`config.mk`:
```
export PLATFORM = sky130hd
export DESIGN_NAME = aprp_port
export DESIGN_NICKNAME = d
export VERILOG_FILES = /design/src/aprp_pkg.sv /design/src/aprp_result_fifo.sv /design/src/aprp_port.sv
export VERILOG_INCLUDE_DIRS = /design/src /design/src/src
export SDC_FILE = /design/constraint.sdc
export NUM_CORES = 1
export LEC_CHECK = 0
export ABC_AREA = 0
export BUFFER_PORTS_ARGS = -buffer_cell sky130_fd_sc_hd__buf_2
export CAP_MARGIN = 15
export CORE_AREA = 5 5 243 245
export DETAILED_ROUTE_END_ITERATION = 8
export DIE_AREA = 0 0 248 250
export PLACE_DENSITY = 0.61
export SLEW_MARGIN = 20
export SYNTH_ARGS = -nofsm -noshare
export SYNTH_HDL_FRONTEND = slang
export SYNTH_SLANG_ARGS = --single-unit
export TNS_END_PERCENT = 5
```
`constraint.sdc`:
```
create_clock -name I_CLK -period 7.3 [get_ports I_CLK]
set_input_delay 1.46 -clock I_CLK [delete_from_list [all_inputs] [get_ports I_CLK]]
set_output_delay 1.46 -clock I_CLK [all_outputs]
set_load 0.01 [all_outputs]
```
`src/aprp_regs.svh`:
```
// Purpose: constants of the converter parallel read and control port
// Assumes: one 200 MHz clock, control word written over the 16-bit data pins
// Notes:   bit positions and reset values of the write-only control word
`ifndef APRP_REGS_SVH
`define APRP_REGS_SVH

// control word, low byte of the data pins
`define APRP_CW_SELECT_BIT     7
`define APRP_CW_NAP_BIT        6
`define APRP_CW_SLEEP_BIT      5
`define APRP_CW_INVERT_BIT     4
`define APRP_CW_TAG_BIT        3
`define APRP_CW_RESET_N_BIT    3
`define APRP_CW_MODE_HI        2
`define APRP_CW_MODE_LO        0
`define APRP_CW_TRIG_HI        2
`define APRP_CW_TRIG_LO        0

// reset values of the stored control bits
`define APRP_CFG_NAP_RST       1'b0
`define APRP_CFG_SLEEP_RST     1'b0
`define APRP_CFG_INVERT_RST    1'b0
`define APRP_CFG_TAG_RST       1'b0
`define APRP_CFG_MODE_RST      3'h0
`define APRP_SOFT_RESET_N_RST  1'b1
`define APRP_SOFT_TRIG_N_RST   3'h7

// read modes and output formats
`define APRP_MODE_CYCLE        3'h6
`define APRP_MODE_QUEUE        3'h7
`define APRP_LAST_CHAN         3'h5
`define APRP_TAG_PREFIX        12'h800
`define APRP_NUM_CHAN          6
`define APRP_QUEUE_DEPTH       6
`define APRP_FIFO_DEPTH        16
`define APRP_ENTRY_WIDTH       19

`endif

```
`src/aprp_pkg.sv`:
```
// Purpose: types shared by the parallel read port, its checker and its bench
// Assumes: constants come from aprp_regs.svh
// Notes:   one entry is a channel code above a 16-bit result
`include "aprp_regs.svh"

package aprp_pkg;

    typedef logic [2:0]                     aprp_chan_t;
    typedef logic [15:0]                    aprp_word_t;
    typedef logic [`APRP_ENTRY_WIDTH-1:0]   aprp_entry_t;

    // read strobe position inside one channel's transfer
    typedef enum logic [1:0] {
        APRP_PH_FIRST,
        APRP_PH_SECOND,
        APRP_PH_THIRD
    } aprp_phase_e;

endpackage : aprp_pkg

```
`src/aprp_result_fifo.sv`:
```
// Purpose: result buffer between the conversion core and the read port
// Assumes: single clock, synchronous clear
// Notes:   read data come straight from the register array at the read pointer
`timescale 1ns/10ps
`include "aprp_regs.svh"

module aprp_result_fifo #(
    parameter int WIDTH = `APRP_ENTRY_WIDTH,
    parameter int DEPTH = `APRP_FIFO_DEPTH
) (
    input  wire logic             i_clk,
    input  wire logic             i_rst,
    input  wire logic             i_clear,
    input  wire logic             i_in_valid,
    output logic                  o_in_ready,
    input  wire logic [WIDTH-1:0] i_in_data,
    output logic                  o_out_valid,
    input  wire logic             i_out_ready,
    output logic      [WIDTH-1:0] o_out_data
);
    localparam int AW = $clog2(DEPTH);

    logic [WIDTH-1:0] mem_q [DEPTH];
    logic [AW-1:0]    wr_ptr_q;
    logic [AW-1:0]    rd_ptr_q;
    logic [AW:0]      count_q;
    logic             push;
    logic             pop;

    // honest full and empty from the occupancy count
    assign o_in_ready  = (count_q != DEPTH[AW:0]);
    assign o_out_valid = (count_q != '0);
    assign push        = i_in_valid && o_in_ready;
    assign pop         = o_out_valid && i_out_ready;
    assign o_out_data  = mem_q[rd_ptr_q];

    // storage array, written only on an accepted word
    always_ff @(posedge i_clk)
    begin
        if (push)
        begin
            mem_q[wr_ptr_q] <= i_in_data;
        end
    end

    // pointers wrap at the depth, which need not be a power of two
    always_ff @(posedge i_clk)
    begin
        if (i_rst || i_clear)
        begin
            wr_ptr_q <= '0;
            rd_ptr_q <= '0;
        end
        else
        begin
            if (push)
            begin
                wr_ptr_q <= (wr_ptr_q == AW'(DEPTH - 1)) ? '0 : wr_ptr_q + 1'b1;
            end
            if (pop)
            begin
                rd_ptr_q <= (rd_ptr_q == AW'(DEPTH - 1)) ? '0 : rd_ptr_q + 1'b1;
            end
        end
    end

    // occupancy
    always_ff @(posedge i_clk)
    begin
        if (i_rst || i_clear)
        begin
            count_q <= '0;
        end
        else if (push && !pop)
        begin
            count_q <= count_q + 1'b1;
        end
        else if (pop && !push)
        begin
            count_q <= count_q - 1'b1;
        end
    end

endmodule : aprp_result_fifo

```
`src/aprp_port.sv`:
```
// Purpose: parallel host read and control port of a six-channel sampling converter
// Assumes: host strobes and mode pins are asynchronous; results arrive on the I_CLK domain
// Notes:   every pin passes two flip-flops, so strobes must last several clock periods
`timescale 1ns/10ps
`include "aprp_regs.svh"

module aprp_port
    import aprp_pkg::*;
(
    input  wire logic              I_CLK,
    input  wire logic              I_RST,
    input  wire logic              I_CS_N,
    input  wire logic              I_RD_N,
    input  wire logic              I_WR_N,
    input  wire logic              I_BYTE_MODE,
    input  wire logic              I_TAG_ENABLE,
    input  wire logic              I_NAP,
    input  wire logic              I_MODE_SELECT_BIT0,
    input  wire logic              I_MODE_SELECT_BIT1,
    input  wire logic              I_MODE_SELECT_BIT2,
    input  wire logic              I_RESET_N,
    input  wire logic              I_SAMPLE_TRIGGER_PAIR_A_N,
    input  wire logic              I_SAMPLE_TRIGGER_PAIR_B_N,
    input  wire logic              I_SAMPLE_TRIGGER_PAIR_C_N,
    input  wire aprp_word_t        I_BUS,
    output aprp_word_t             O_BUS,
    output logic                   O_BUS_OE,
    input  wire logic              I_RESULT_VALID,
    output logic                   O_RESULT_READY,
    input  wire aprp_chan_t        I_RESULT_CHAN,
    input  wire aprp_word_t        I_RESULT_DATA,
    output logic [2:0]             O_CONV_START,
    output logic                   O_CORE_RESET,
    output logic                   O_NAP,
    output logic                   O_DEEP_SLEEP
);
    import aprp_pkg::*;

    localparam int PW = 29;

    // pin synchroniser: first stage read only by the second
    logic [PW-1:0] pin_raw;
    logic [PW-1:0] pin_meta_q;
    logic [PW-1:0] pin_q;

    assign pin_raw = {I_CS_N, I_RD_N, I_WR_N, I_BYTE_MODE, I_TAG_ENABLE, I_NAP,
                      I_MODE_SELECT_BIT2, I_MODE_SELECT_BIT1, I_MODE_SELECT_BIT0, I_RESET_N,
                      I_SAMPLE_TRIGGER_PAIR_A_N, I_SAMPLE_TRIGGER_PAIR_B_N,
                      I_SAMPLE_TRIGGER_PAIR_C_N, I_BUS};

    always_ff @(posedge I_CLK)
    begin
        pin_meta_q <= pin_raw;
        pin_q      <= pin_meta_q;
    end

    logic       cs_n_s;
    logic       rd_n_s;
    logic       wr_n_s;
    logic       byte_s;
    logic       tag_pin_s;
    logic       nap_pin_s;
    aprp_chan_t mode_pin_s;
    logic       reset_n_pin_s;
    logic [2:0] trig_pin_n_s;
    aprp_word_t bus_s;

    assign {cs_n_s, rd_n_s, wr_n_s, byte_s, tag_pin_s, nap_pin_s, mode_pin_s,
            reset_n_pin_s, trig_pin_n_s, bus_s} = pin_q;

    // strobe edges on the synchronised levels
    logic rd_act;
    logic wr_act;
    logic rd_act_q;
    logic wr_act_q;
    logic rd_fall;
    logic rd_rise;
    logic wr_done;

    assign rd_act  = !cs_n_s && !rd_n_s;
    assign wr_act  = !cs_n_s && !wr_n_s;
    assign rd_fall = rd_act && !rd_act_q;
    assign rd_rise = !rd_act && rd_act_q;
    assign wr_done = !wr_act && wr_act_q;

    always_ff @(posedge I_CLK)
    begin
        if (I_RST)
        begin
            rd_act_q <= 1'b0;
            wr_act_q <= 1'b0;
        end
        else
        begin
            rd_act_q <= rd_act;
            wr_act_q <= wr_act;
        end
    end

    // stored control word; device reset clears it, so a soft reset lasts one cycle
    logic       cfg_nap_q;
    logic       cfg_sleep_q;
    logic       cfg_invert_q;
    logic       cfg_tag_q;
    aprp_chan_t cfg_mode_q;
    logic       soft_reset_n_q;
    logic [2:0] soft_trig_n_q;
    logic       dev_reset;

    assign dev_reset = I_RST || !reset_n_pin_s || !soft_reset_n_q;

    // data are taken as the write strobe ends, when the pins have settled
    always_ff @(posedge I_CLK)
    begin
        if (dev_reset)
        begin
            cfg_nap_q      <= `APRP_CFG_NAP_RST;
            cfg_sleep_q    <= `APRP_CFG_SLEEP_RST;
            cfg_invert_q   <= `APRP_CFG_INVERT_RST;
            cfg_tag_q      <= `APRP_CFG_TAG_RST;
            cfg_mode_q     <= `APRP_CFG_MODE_RST;
            soft_reset_n_q <= `APRP_SOFT_RESET_N_RST;
            soft_trig_n_q  <= `APRP_SOFT_TRIG_N_RST;
        end
        else if (wr_done && bus_s[`APRP_CW_SELECT_BIT])
        begin
            cfg_nap_q    <= bus_s[`APRP_CW_NAP_BIT];
            cfg_sleep_q  <= bus_s[`APRP_CW_SLEEP_BIT];
            cfg_invert_q <= bus_s[`APRP_CW_INVERT_BIT];
            cfg_tag_q    <= bus_s[`APRP_CW_TAG_BIT];
            cfg_mode_q   <= bus_s[`APRP_CW_MODE_HI:`APRP_CW_MODE_LO];
        end
        else if (wr_done)
        begin
            soft_reset_n_q <= bus_s[`APRP_CW_RESET_N_BIT];
            soft_trig_n_q  <= bus_s[`APRP_CW_TRIG_HI:`APRP_CW_TRIG_LO];
        end
    end

    // power modes: nap has a pin, deep sleep has none
    assign O_NAP        = nap_pin_s || cfg_nap_q;
    assign O_DEEP_SLEEP = cfg_sleep_q;
    assign O_CORE_RESET = dev_reset;

    // triggers: pin and bit low-active combined; falling edge starts the pair
    logic [2:0] trig_n;
    logic [2:0] trig_n_q;

    assign trig_n = trig_pin_n_s & soft_trig_n_q;  // both ordered pair A, B, C from bit 2 down

    always_ff @(posedge I_CLK)
    begin
        if (dev_reset)
        begin
            trig_n_q     <= 3'h7;
            O_CONV_START <= 3'h0;
        end
        else
        begin
            trig_n_q     <= trig_n;
            O_CONV_START <= trig_n_q & ~trig_n;
        end
    end

    // effective read settings; mode held by the latch from the read start
    logic       tag_eff;
    aprp_chan_t mode_now;
    aprp_chan_t mode_q;
    logic       seq_mode;
    logic       queue_mode;

    assign tag_eff    = tag_pin_s || cfg_tag_q;
    assign mode_now   = rd_fall ? (mode_pin_s | cfg_mode_q) : mode_q;
    assign seq_mode   = (mode_now == `APRP_MODE_CYCLE) || (mode_now == `APRP_MODE_QUEUE);
    assign queue_mode = (mode_now == `APRP_MODE_QUEUE);

    always_ff @(posedge I_CLK)
    begin
        if (dev_reset)
        begin
            mode_q <= `APRP_CFG_MODE_RST;
        end
        else if (rd_fall)
        begin
            mode_q <= mode_now;
        end
    end

    // result buffer in front of the store; stalls the core when full
    aprp_entry_t fifo_data;
    logic        fifo_valid;
    logic        pop_head;
    logic        store_ok;
    logic        store;
    aprp_chan_t  new_chan;
    aprp_word_t  new_data;

    aprp_result_fifo #(
        .WIDTH (`APRP_ENTRY_WIDTH),
        .DEPTH (`APRP_FIFO_DEPTH)
    ) u_fifo (
        .i_clk       (I_CLK),
        .i_rst       (I_RST),
        .i_clear     (dev_reset),
        .i_in_valid  (I_RESULT_VALID),
        .o_in_ready  (O_RESULT_READY),
        .i_in_data   ({I_RESULT_CHAN, I_RESULT_DATA}),
        .o_out_valid (fifo_valid),
        .i_out_ready (store_ok),
        .o_out_data  (fifo_data)
    );

    // no store during a read, nor while the head is being dropped
    assign store_ok = !rd_act && !rd_act_q && !dev_reset;
    assign store    = store_ok && fifo_valid;
    assign {new_chan, new_data} = fifo_data;

    // per-channel result registers for direct and cycle reads
    aprp_word_t              chan_data_q [`APRP_NUM_CHAN];
    logic [`APRP_NUM_CHAN-1:0] chan_full_q;

    // queue entries, entry zero is the oldest
    aprp_entry_t ent_q [`APRP_QUEUE_DEPTH];
    logic [2:0]  count_q;
    logic        q_full;

    assign q_full = (count_q == 3'(`APRP_QUEUE_DEPTH));

    genvar gi;
    generate
        for (gi = 0; gi < `APRP_NUM_CHAN; gi++)
        begin : g_entry
            // channel register follows the latest result of its channel
            always_ff @(posedge I_CLK)
            begin
                if (dev_reset)
                begin
                    chan_data_q[gi] <= 16'h0000;
                    chan_full_q[gi] <= 1'b0;
                end
                else if (store && (new_chan == 3'(gi)))
                begin
                    chan_data_q[gi] <= new_data;
                    chan_full_q[gi] <= 1'b1;
                end
            end

            // queue slot: shift down on drop or overflow, else fill the next free slot
            always_ff @(posedge I_CLK)
            begin
                if (dev_reset)
                begin
                    ent_q[gi] <= '0;
                end
                else if (store && q_full)
                begin
                    ent_q[gi] <= (gi == `APRP_QUEUE_DEPTH - 1) ? fifo_data
                                                                : ent_q[(gi + 1) % `APRP_QUEUE_DEPTH];
                end
                else if (store && (count_q == 3'(gi)))
                begin
                    ent_q[gi] <= fifo_data;
                end
                else if (pop_head)
                begin
                    ent_q[gi] <= (gi == `APRP_QUEUE_DEPTH - 1) ? '0
                                                                : ent_q[(gi + 1) % `APRP_QUEUE_DEPTH];
                end
            end
        end
    endgenerate

    // queue occupancy; store and drop never share a cycle
    always_ff @(posedge I_CLK)
    begin
        if (dev_reset)
        begin
            count_q <= 3'h0;
        end
        else if (store && !q_full)
        begin
            count_q <= count_q + 3'h1;
        end
        else if (pop_head)
        begin
            count_q <= count_q - 3'h1;
        end
    end

    // read strobe counter and channel pointer
    aprp_phase_e phase_q;
    aprp_chan_t  cyc_ptr_q;
    logic        dummy_pend_q;
    logic [1:0]  last_phase;
    logic        at_last;

    // direct codes ignore tagging
    always_comb
    begin
        if (seq_mode && tag_eff)
        begin
            last_phase = byte_s ? 2'h2 : 2'h1;
        end
        else
        begin
            last_phase = byte_s ? 2'h1 : 2'h0;
        end
    end

    assign at_last  = (2'(phase_q) >= last_phase);
    assign pop_head = rd_rise && queue_mode && !dummy_pend_q && at_last && (count_q != 3'h0);

    // counter advances as each read ends; the first queue read after reset is a dummy
    always_ff @(posedge I_CLK)
    begin
        if (dev_reset)
        begin
            phase_q      <= APRP_PH_FIRST;
            cyc_ptr_q    <= 3'h0;
            dummy_pend_q <= 1'b1;
        end
        else if (rd_rise && queue_mode && dummy_pend_q)
        begin
            dummy_pend_q <= 1'b0;
        end
        else if (rd_rise && at_last)
        begin
            phase_q <= APRP_PH_FIRST;
            if (mode_now == `APRP_MODE_CYCLE)
            begin
                cyc_ptr_q <= (cyc_ptr_q == `APRP_LAST_CHAN) ? 3'h0 : cyc_ptr_q + 3'h1;
            end
        end
        else if (rd_rise)
        begin
            case (phase_q)
                APRP_PH_FIRST:  phase_q <= APRP_PH_SECOND;
                APRP_PH_SECOND: phase_q <= APRP_PH_THIRD;
                default:        phase_q <= APRP_PH_FIRST;
            endcase
        end
    end

    // selected result, its channel code and valid flag
    aprp_chan_t sel_chan;
    aprp_word_t sel_data;
    logic       sel_valid;
    aprp_word_t out_word;

    always_comb
    begin
        if (queue_mode)
        begin
            sel_valid = (count_q != 3'h0);
            sel_chan  = sel_valid ? ent_q[0][18:16] : 3'h0;
            sel_data  = sel_valid ? ent_q[0][15:0] : 16'h0000;
        end
        else
        begin
            sel_chan  = (mode_now == `APRP_MODE_CYCLE) ? cyc_ptr_q : mode_now;
            sel_valid = chan_full_q[sel_chan];
            sel_data  = chan_data_q[sel_chan];
        end
        // empty queue words stay all zero, even with inversion on
        if (sel_valid || !queue_mode)
        begin
            sel_data[15] = sel_data[15] ^ cfg_invert_q;
        end
    end

    // word for the current strobe; a byte shows on both lanes
    always_comb
    begin
        out_word = 16'h0000;
        if (seq_mode && tag_eff)
        begin
            case (phase_q)
                APRP_PH_FIRST:
                begin
                    if (byte_s)
                    begin
                        out_word = {2{sel_valid, sel_chan, sel_data[3:0]}};
                    end
                    else
                    begin
                        out_word = {`APRP_TAG_PREFIX, sel_valid, sel_chan};
                    end
                end
                APRP_PH_SECOND: out_word = byte_s ? {2{sel_data[7:0]}} : sel_data;
                APRP_PH_THIRD:  out_word = {2{sel_data[15:8]}};
                default:        out_word = 16'h0000;
            endcase
        end
        else
        begin
            case (phase_q)
                APRP_PH_FIRST:  out_word = byte_s ? {2{sel_data[7:0]}} : sel_data;
                APRP_PH_SECOND: out_word = {2{sel_data[15:8]}};
                default:        out_word = 16'h0000;
            endcase
        end
        if (queue_mode && !sel_valid)
        begin
            out_word = 16'h0000;
        end
    end

    // output word loaded as each read begins and held for the whole strobe
    always_ff @(posedge I_CLK)
    begin
        if (I_RST)
        begin
            O_BUS <= 16'h0000;
        end
        else if (rd_fall)
        begin
            O_BUS <= out_word;
        end
    end

    // pins driven only while read and chip select are both active
    assign O_BUS_OE = rd_act && rd_act_q;

endmodule : aprp_port

```
==> summary.txt <==
Logic synthesis
  • Mapped Cells: approximately 1800
  • Xor/xnor share of the synthesized area: 0.382%
  • Synth top area share: 61.2%
  • Number of synthesized register bits: 626
  • Count of different cell masters after synthesis: 82
  • Post-synth EDFFs: 514
  • Ys async rst share: 0%
  • Post-Syn Area: between 20000 and 30000 um2
  • Top_reg_cell synth: edfxtp_1
  • Compound-Gate Fraction of Synth Area: 7.91%
  • Syn Nets: approximately 1800
  • Cell taking the most area after synthesis: edfxtp_1
  • Post-synthesis adder-cell area fraction: 0.972%
  • Syn Area/Cell: approximately 14 um2
  • Synth warn: 0
  • Mux share of post-synthesis cell area: 9.97%
  • Sequential area share after synthesis: 70.0%
  • Largest family of logic cells by synthesized area: multiplexers
  • Simple-gate area share of the yosys netlist: under 10%
  • Synth area leaders: edfxtp_1, dfxtp_1, mux4_2, nand2_1, nor2_1

Setup path
  • Delay-heaviest family, CP: simple AND/OR/NAND/NOR gates
  • Critical Path Source Type: register
  • Worst-path fanout max: 19
  • Worst path cell trace: or3_1 -> buf_4 -> mux2i_4 -> o21ai_2 -> clkinv_1 -> ha_1 -> ha_1 -> nand2b_1 -> a21oi_1 -> or2_2 -> nor3_1 -> nor3_1 -> nand2_1
  • Critical path endpoint category: register
  • WP data required: 7.52 ns
  • Critical path arrival: 5.97 ns
  • CP max-delay cell: nor3_1
  • Worst path max stage delay: roughly 0.82 ns
  • CP Buf/Inv Count: 2
  • Worst setup path category: reg -> reg

Layout
  • Multi-input gate area: 7050 um2
  • Area grow syn2layout: 13.3%
  • Register area: 17700 um2
  • Fill cells: slightly below 5000
  • Share of layout cells above drive strength 1: 18.7%
  • Post-route insts no fill: 2635
  • Total Nets Final: 1886

CTS
  • H-tree lvl count: 3
  • Max clock buf depth: 3
  • Num CTS Buffers: 67
  • Clock slew seen by the registers of the worst setup and hold paths: ~0.06 ns
  • Post-CTS Hold Buffers: 0
  • Clk_lat worst skew: 0.61 ns
  • Post-CTS setup buffers: 0
  • Root buf cell: clkbuf_16
  • TritonCTS clock tree: yes
  • # clock sinks: 626
  • Post-cts sizing count: 0

Power and ir drop
  • Power per cell area: 270 nW/um2
  • Leakage Power: ~9.8 nW
  • Post-layout power: roughly 7.7 mW
  • Peak VDD IR: 0.197 mV

STA
  • Final Hold Viols: 0
  • Slew margin rel.: 27.8%
  • Setup Viol. Count Final: 0
  • Crit share post-route: 78.7%
  • Layout Skew: 0.0321 ns
  • Slew at the pin with the worst max-slew slack: 1.08 ns
  • Peak Freq: between 150 and 200 MHz
  • Hold_ws: roughly 0.3 ns
  • Unrepaired setup endpoints after global routing: false
  • Min cycle time layout: 5.74 ns
  • Final Slew Violations: 0
  • Setup TNS: 0 ns

Place
  • Input/output buffers: 66
  • Placed cells: 2512
  • Hpwl dp: 34.3 mm
  • Routability congestion estimate: 0.866

Floorplan
  • Chip width: 248 um
  • Die Y: about 250 um
  • Initial core utilization: approximately 44%
  • Total Die Area: 62000 um2
  • Row count: just under 90
  • IO Pins: 75
  • Core ar.: 56900 um2

Drt
  • Routed Antenna Nets: 0
  • Avg WL per Cell: 21.8 um
  • Avg Vias per Cell: 5.56
  • WL final: 57.4 mm
  • Vias after detailed routing: 14700
  • DRT iter0 DRCs: 1236
  • DR pass1 iterations: 5
  • DRC violations left: 0

Global routing
  • Global route overflow: 0
  • Largest net degree at the start of global routing: between 90 and 100
  • Global-route wire length before repair: 87.5 mm
  • Number of global-route vias before repair: roughly 14000
  • GRT Resource Usage Total: 18.5%
  • Initial antenna violation count: 3

Run status
  • Status: finished, final reports clean

Run
  • # Max-Cap Violations: 0

Worst hold path
  • Hold WC Path Type: reg -> reg
## where the power goes
group / internal, mW / switching, mW / leakage (nW) / total, mW
clock: 1.97 / 1.39 / 1.08 / 3.37
combinational: 0.117 / 0.257 / 2.67 / 0.374
sequential: 3.95 / 0.0389 / 6.01 / 3.99
total: 6.04 / 1.69 / 9.76 / 7.73
## final timing paths
| check | from | end | slack, ns | cells past startpoint |
|---|---|---|---|---|
| worst max-delay path | pin_q[28] | ent_q[0][26] | 1.56 | 13 |
| worst min-delay path | pin_meta_q[17] | pin_q[17] | 0.31 | 0 |
| worst max register to register | pin_q[28] | ent_q[0][26] | 1.56 | 13 |
| worst min register to register | pin_meta_q[17] | pin_q[17] | 0.31 | 0 |
## flip-flops by register name, summed over array words and instances, names as in the netlist, 3 cells and up, named ones only
register / count
pin_meta_q: 21
chan_data_q: 96
u_fifo.mem_q: 304
O_CONV_START: 3
cyc_ptr_q: 3
pin_q: 21
u_fifo.count_q: 5
trig_n_q: 3
chan_full_q: 6
O_BUS: 16
u_fifo.wr_ptr_q: 4
soft_trig_n_q: 3
ent_q: 114
u_fifo.rd_ptr_q: 4
count_q: 3
mode_q: 3
cfg_mode_q: 3
## Yosys cell counts (all sizes together), types with 5 or more instances
cell    count
o21ai     154
dfxtp     112
nor3       20
a21oi      44
or2         6
o31ai       7
nand2     210
and3       11
nor2      195
o221ai      7
mux2i      45
clkbuf     50
a22oi       9
or3         7
edfxtp    514
xnor2       6
and2        5
a221oi      7
nand2b      5
mux2       24
a31oi      14
o22ai       7
a21o        6
nand3      24
nor4        5
inv        25
xor2        5
buf        58
a211oi     15
mux4       79
ha         18
## final cells by class
cell class	count	area share, %
antenna	3	0.0263
clock buffer	88	6.43
clock inverter	32	1.26
inverter	27	0.354
multi-input combinational	993	24.7
sequential	626	61.9
tap	765	3.35
timing repair buffer	101	2.07
## cell families after synthesis
| logic type | after synthesis |
|---|---|
| mux | 148 |
| flops | 626 |
| xor+xnor | 11 |
| buf+inv | 135 |
| simple gates | 498 |
| fa+ha+maj | 19 |
| compound gates | 317 |
## worst reg2reg max path, stage by stage (launching register included)
cell,delay [ns]
dfxtp_1,0.40
or3_1,0.38
buf_4,0.22
mux2i_4,0.23
o21ai_2,0.35
clkinv_1,0.68
ha_1,0.49
ha_1,0.27
nand2b_1,0.09
a21oi_1,0.09
or2_2,0.33
nor3_1,0.82
nor3_1,0.27
nand2_1,0.72
## layout by cell type (no fill, tap or decap), types with 18 or more instances in the layout
cell type  synthesis  routed
buf_2             37      66
nand3_1           24      24
o21ai_1           48      52
clkbuf_16          0      70
mux2_2            23      23
inv_1             24      24
edfxtp_1         514     514
o21ai_0          103      95
nor2_1           195     183
a21oi_1           42      42
mux4_2            79      79
mux2i_1           44      44
dfxtp_1          112     109
ha_1              18      18
buf_4              8      35
nand2_1          210     210
## stage by stage
stage | area (um2) | setup WS, ns | utilization [%]
floorplan | 25200 | 3.25 | -
global placement | 26400 | 1.71 | 46.3
detailed placement | 26400 | 1.68 | 46.4
CTS | 28600 | 1.66 | 50.2
global route | 28600 | 1.30 | 50.2
finish | 28600 | 1.56 | 50.2
## per-layer routing
metal | routed length (um) | global-route usage (%) | part of all wire [%]
met5 | 20 | 0 | 0.035
met4 | 1590 | 5.90 | 2.8
met3 | 3580 | 3.96 | 6.2
met2 | 28100 | 30.6 | 49
met1 | 24100 | 24.7 | 42
Power figures use the tool's default switching activity.
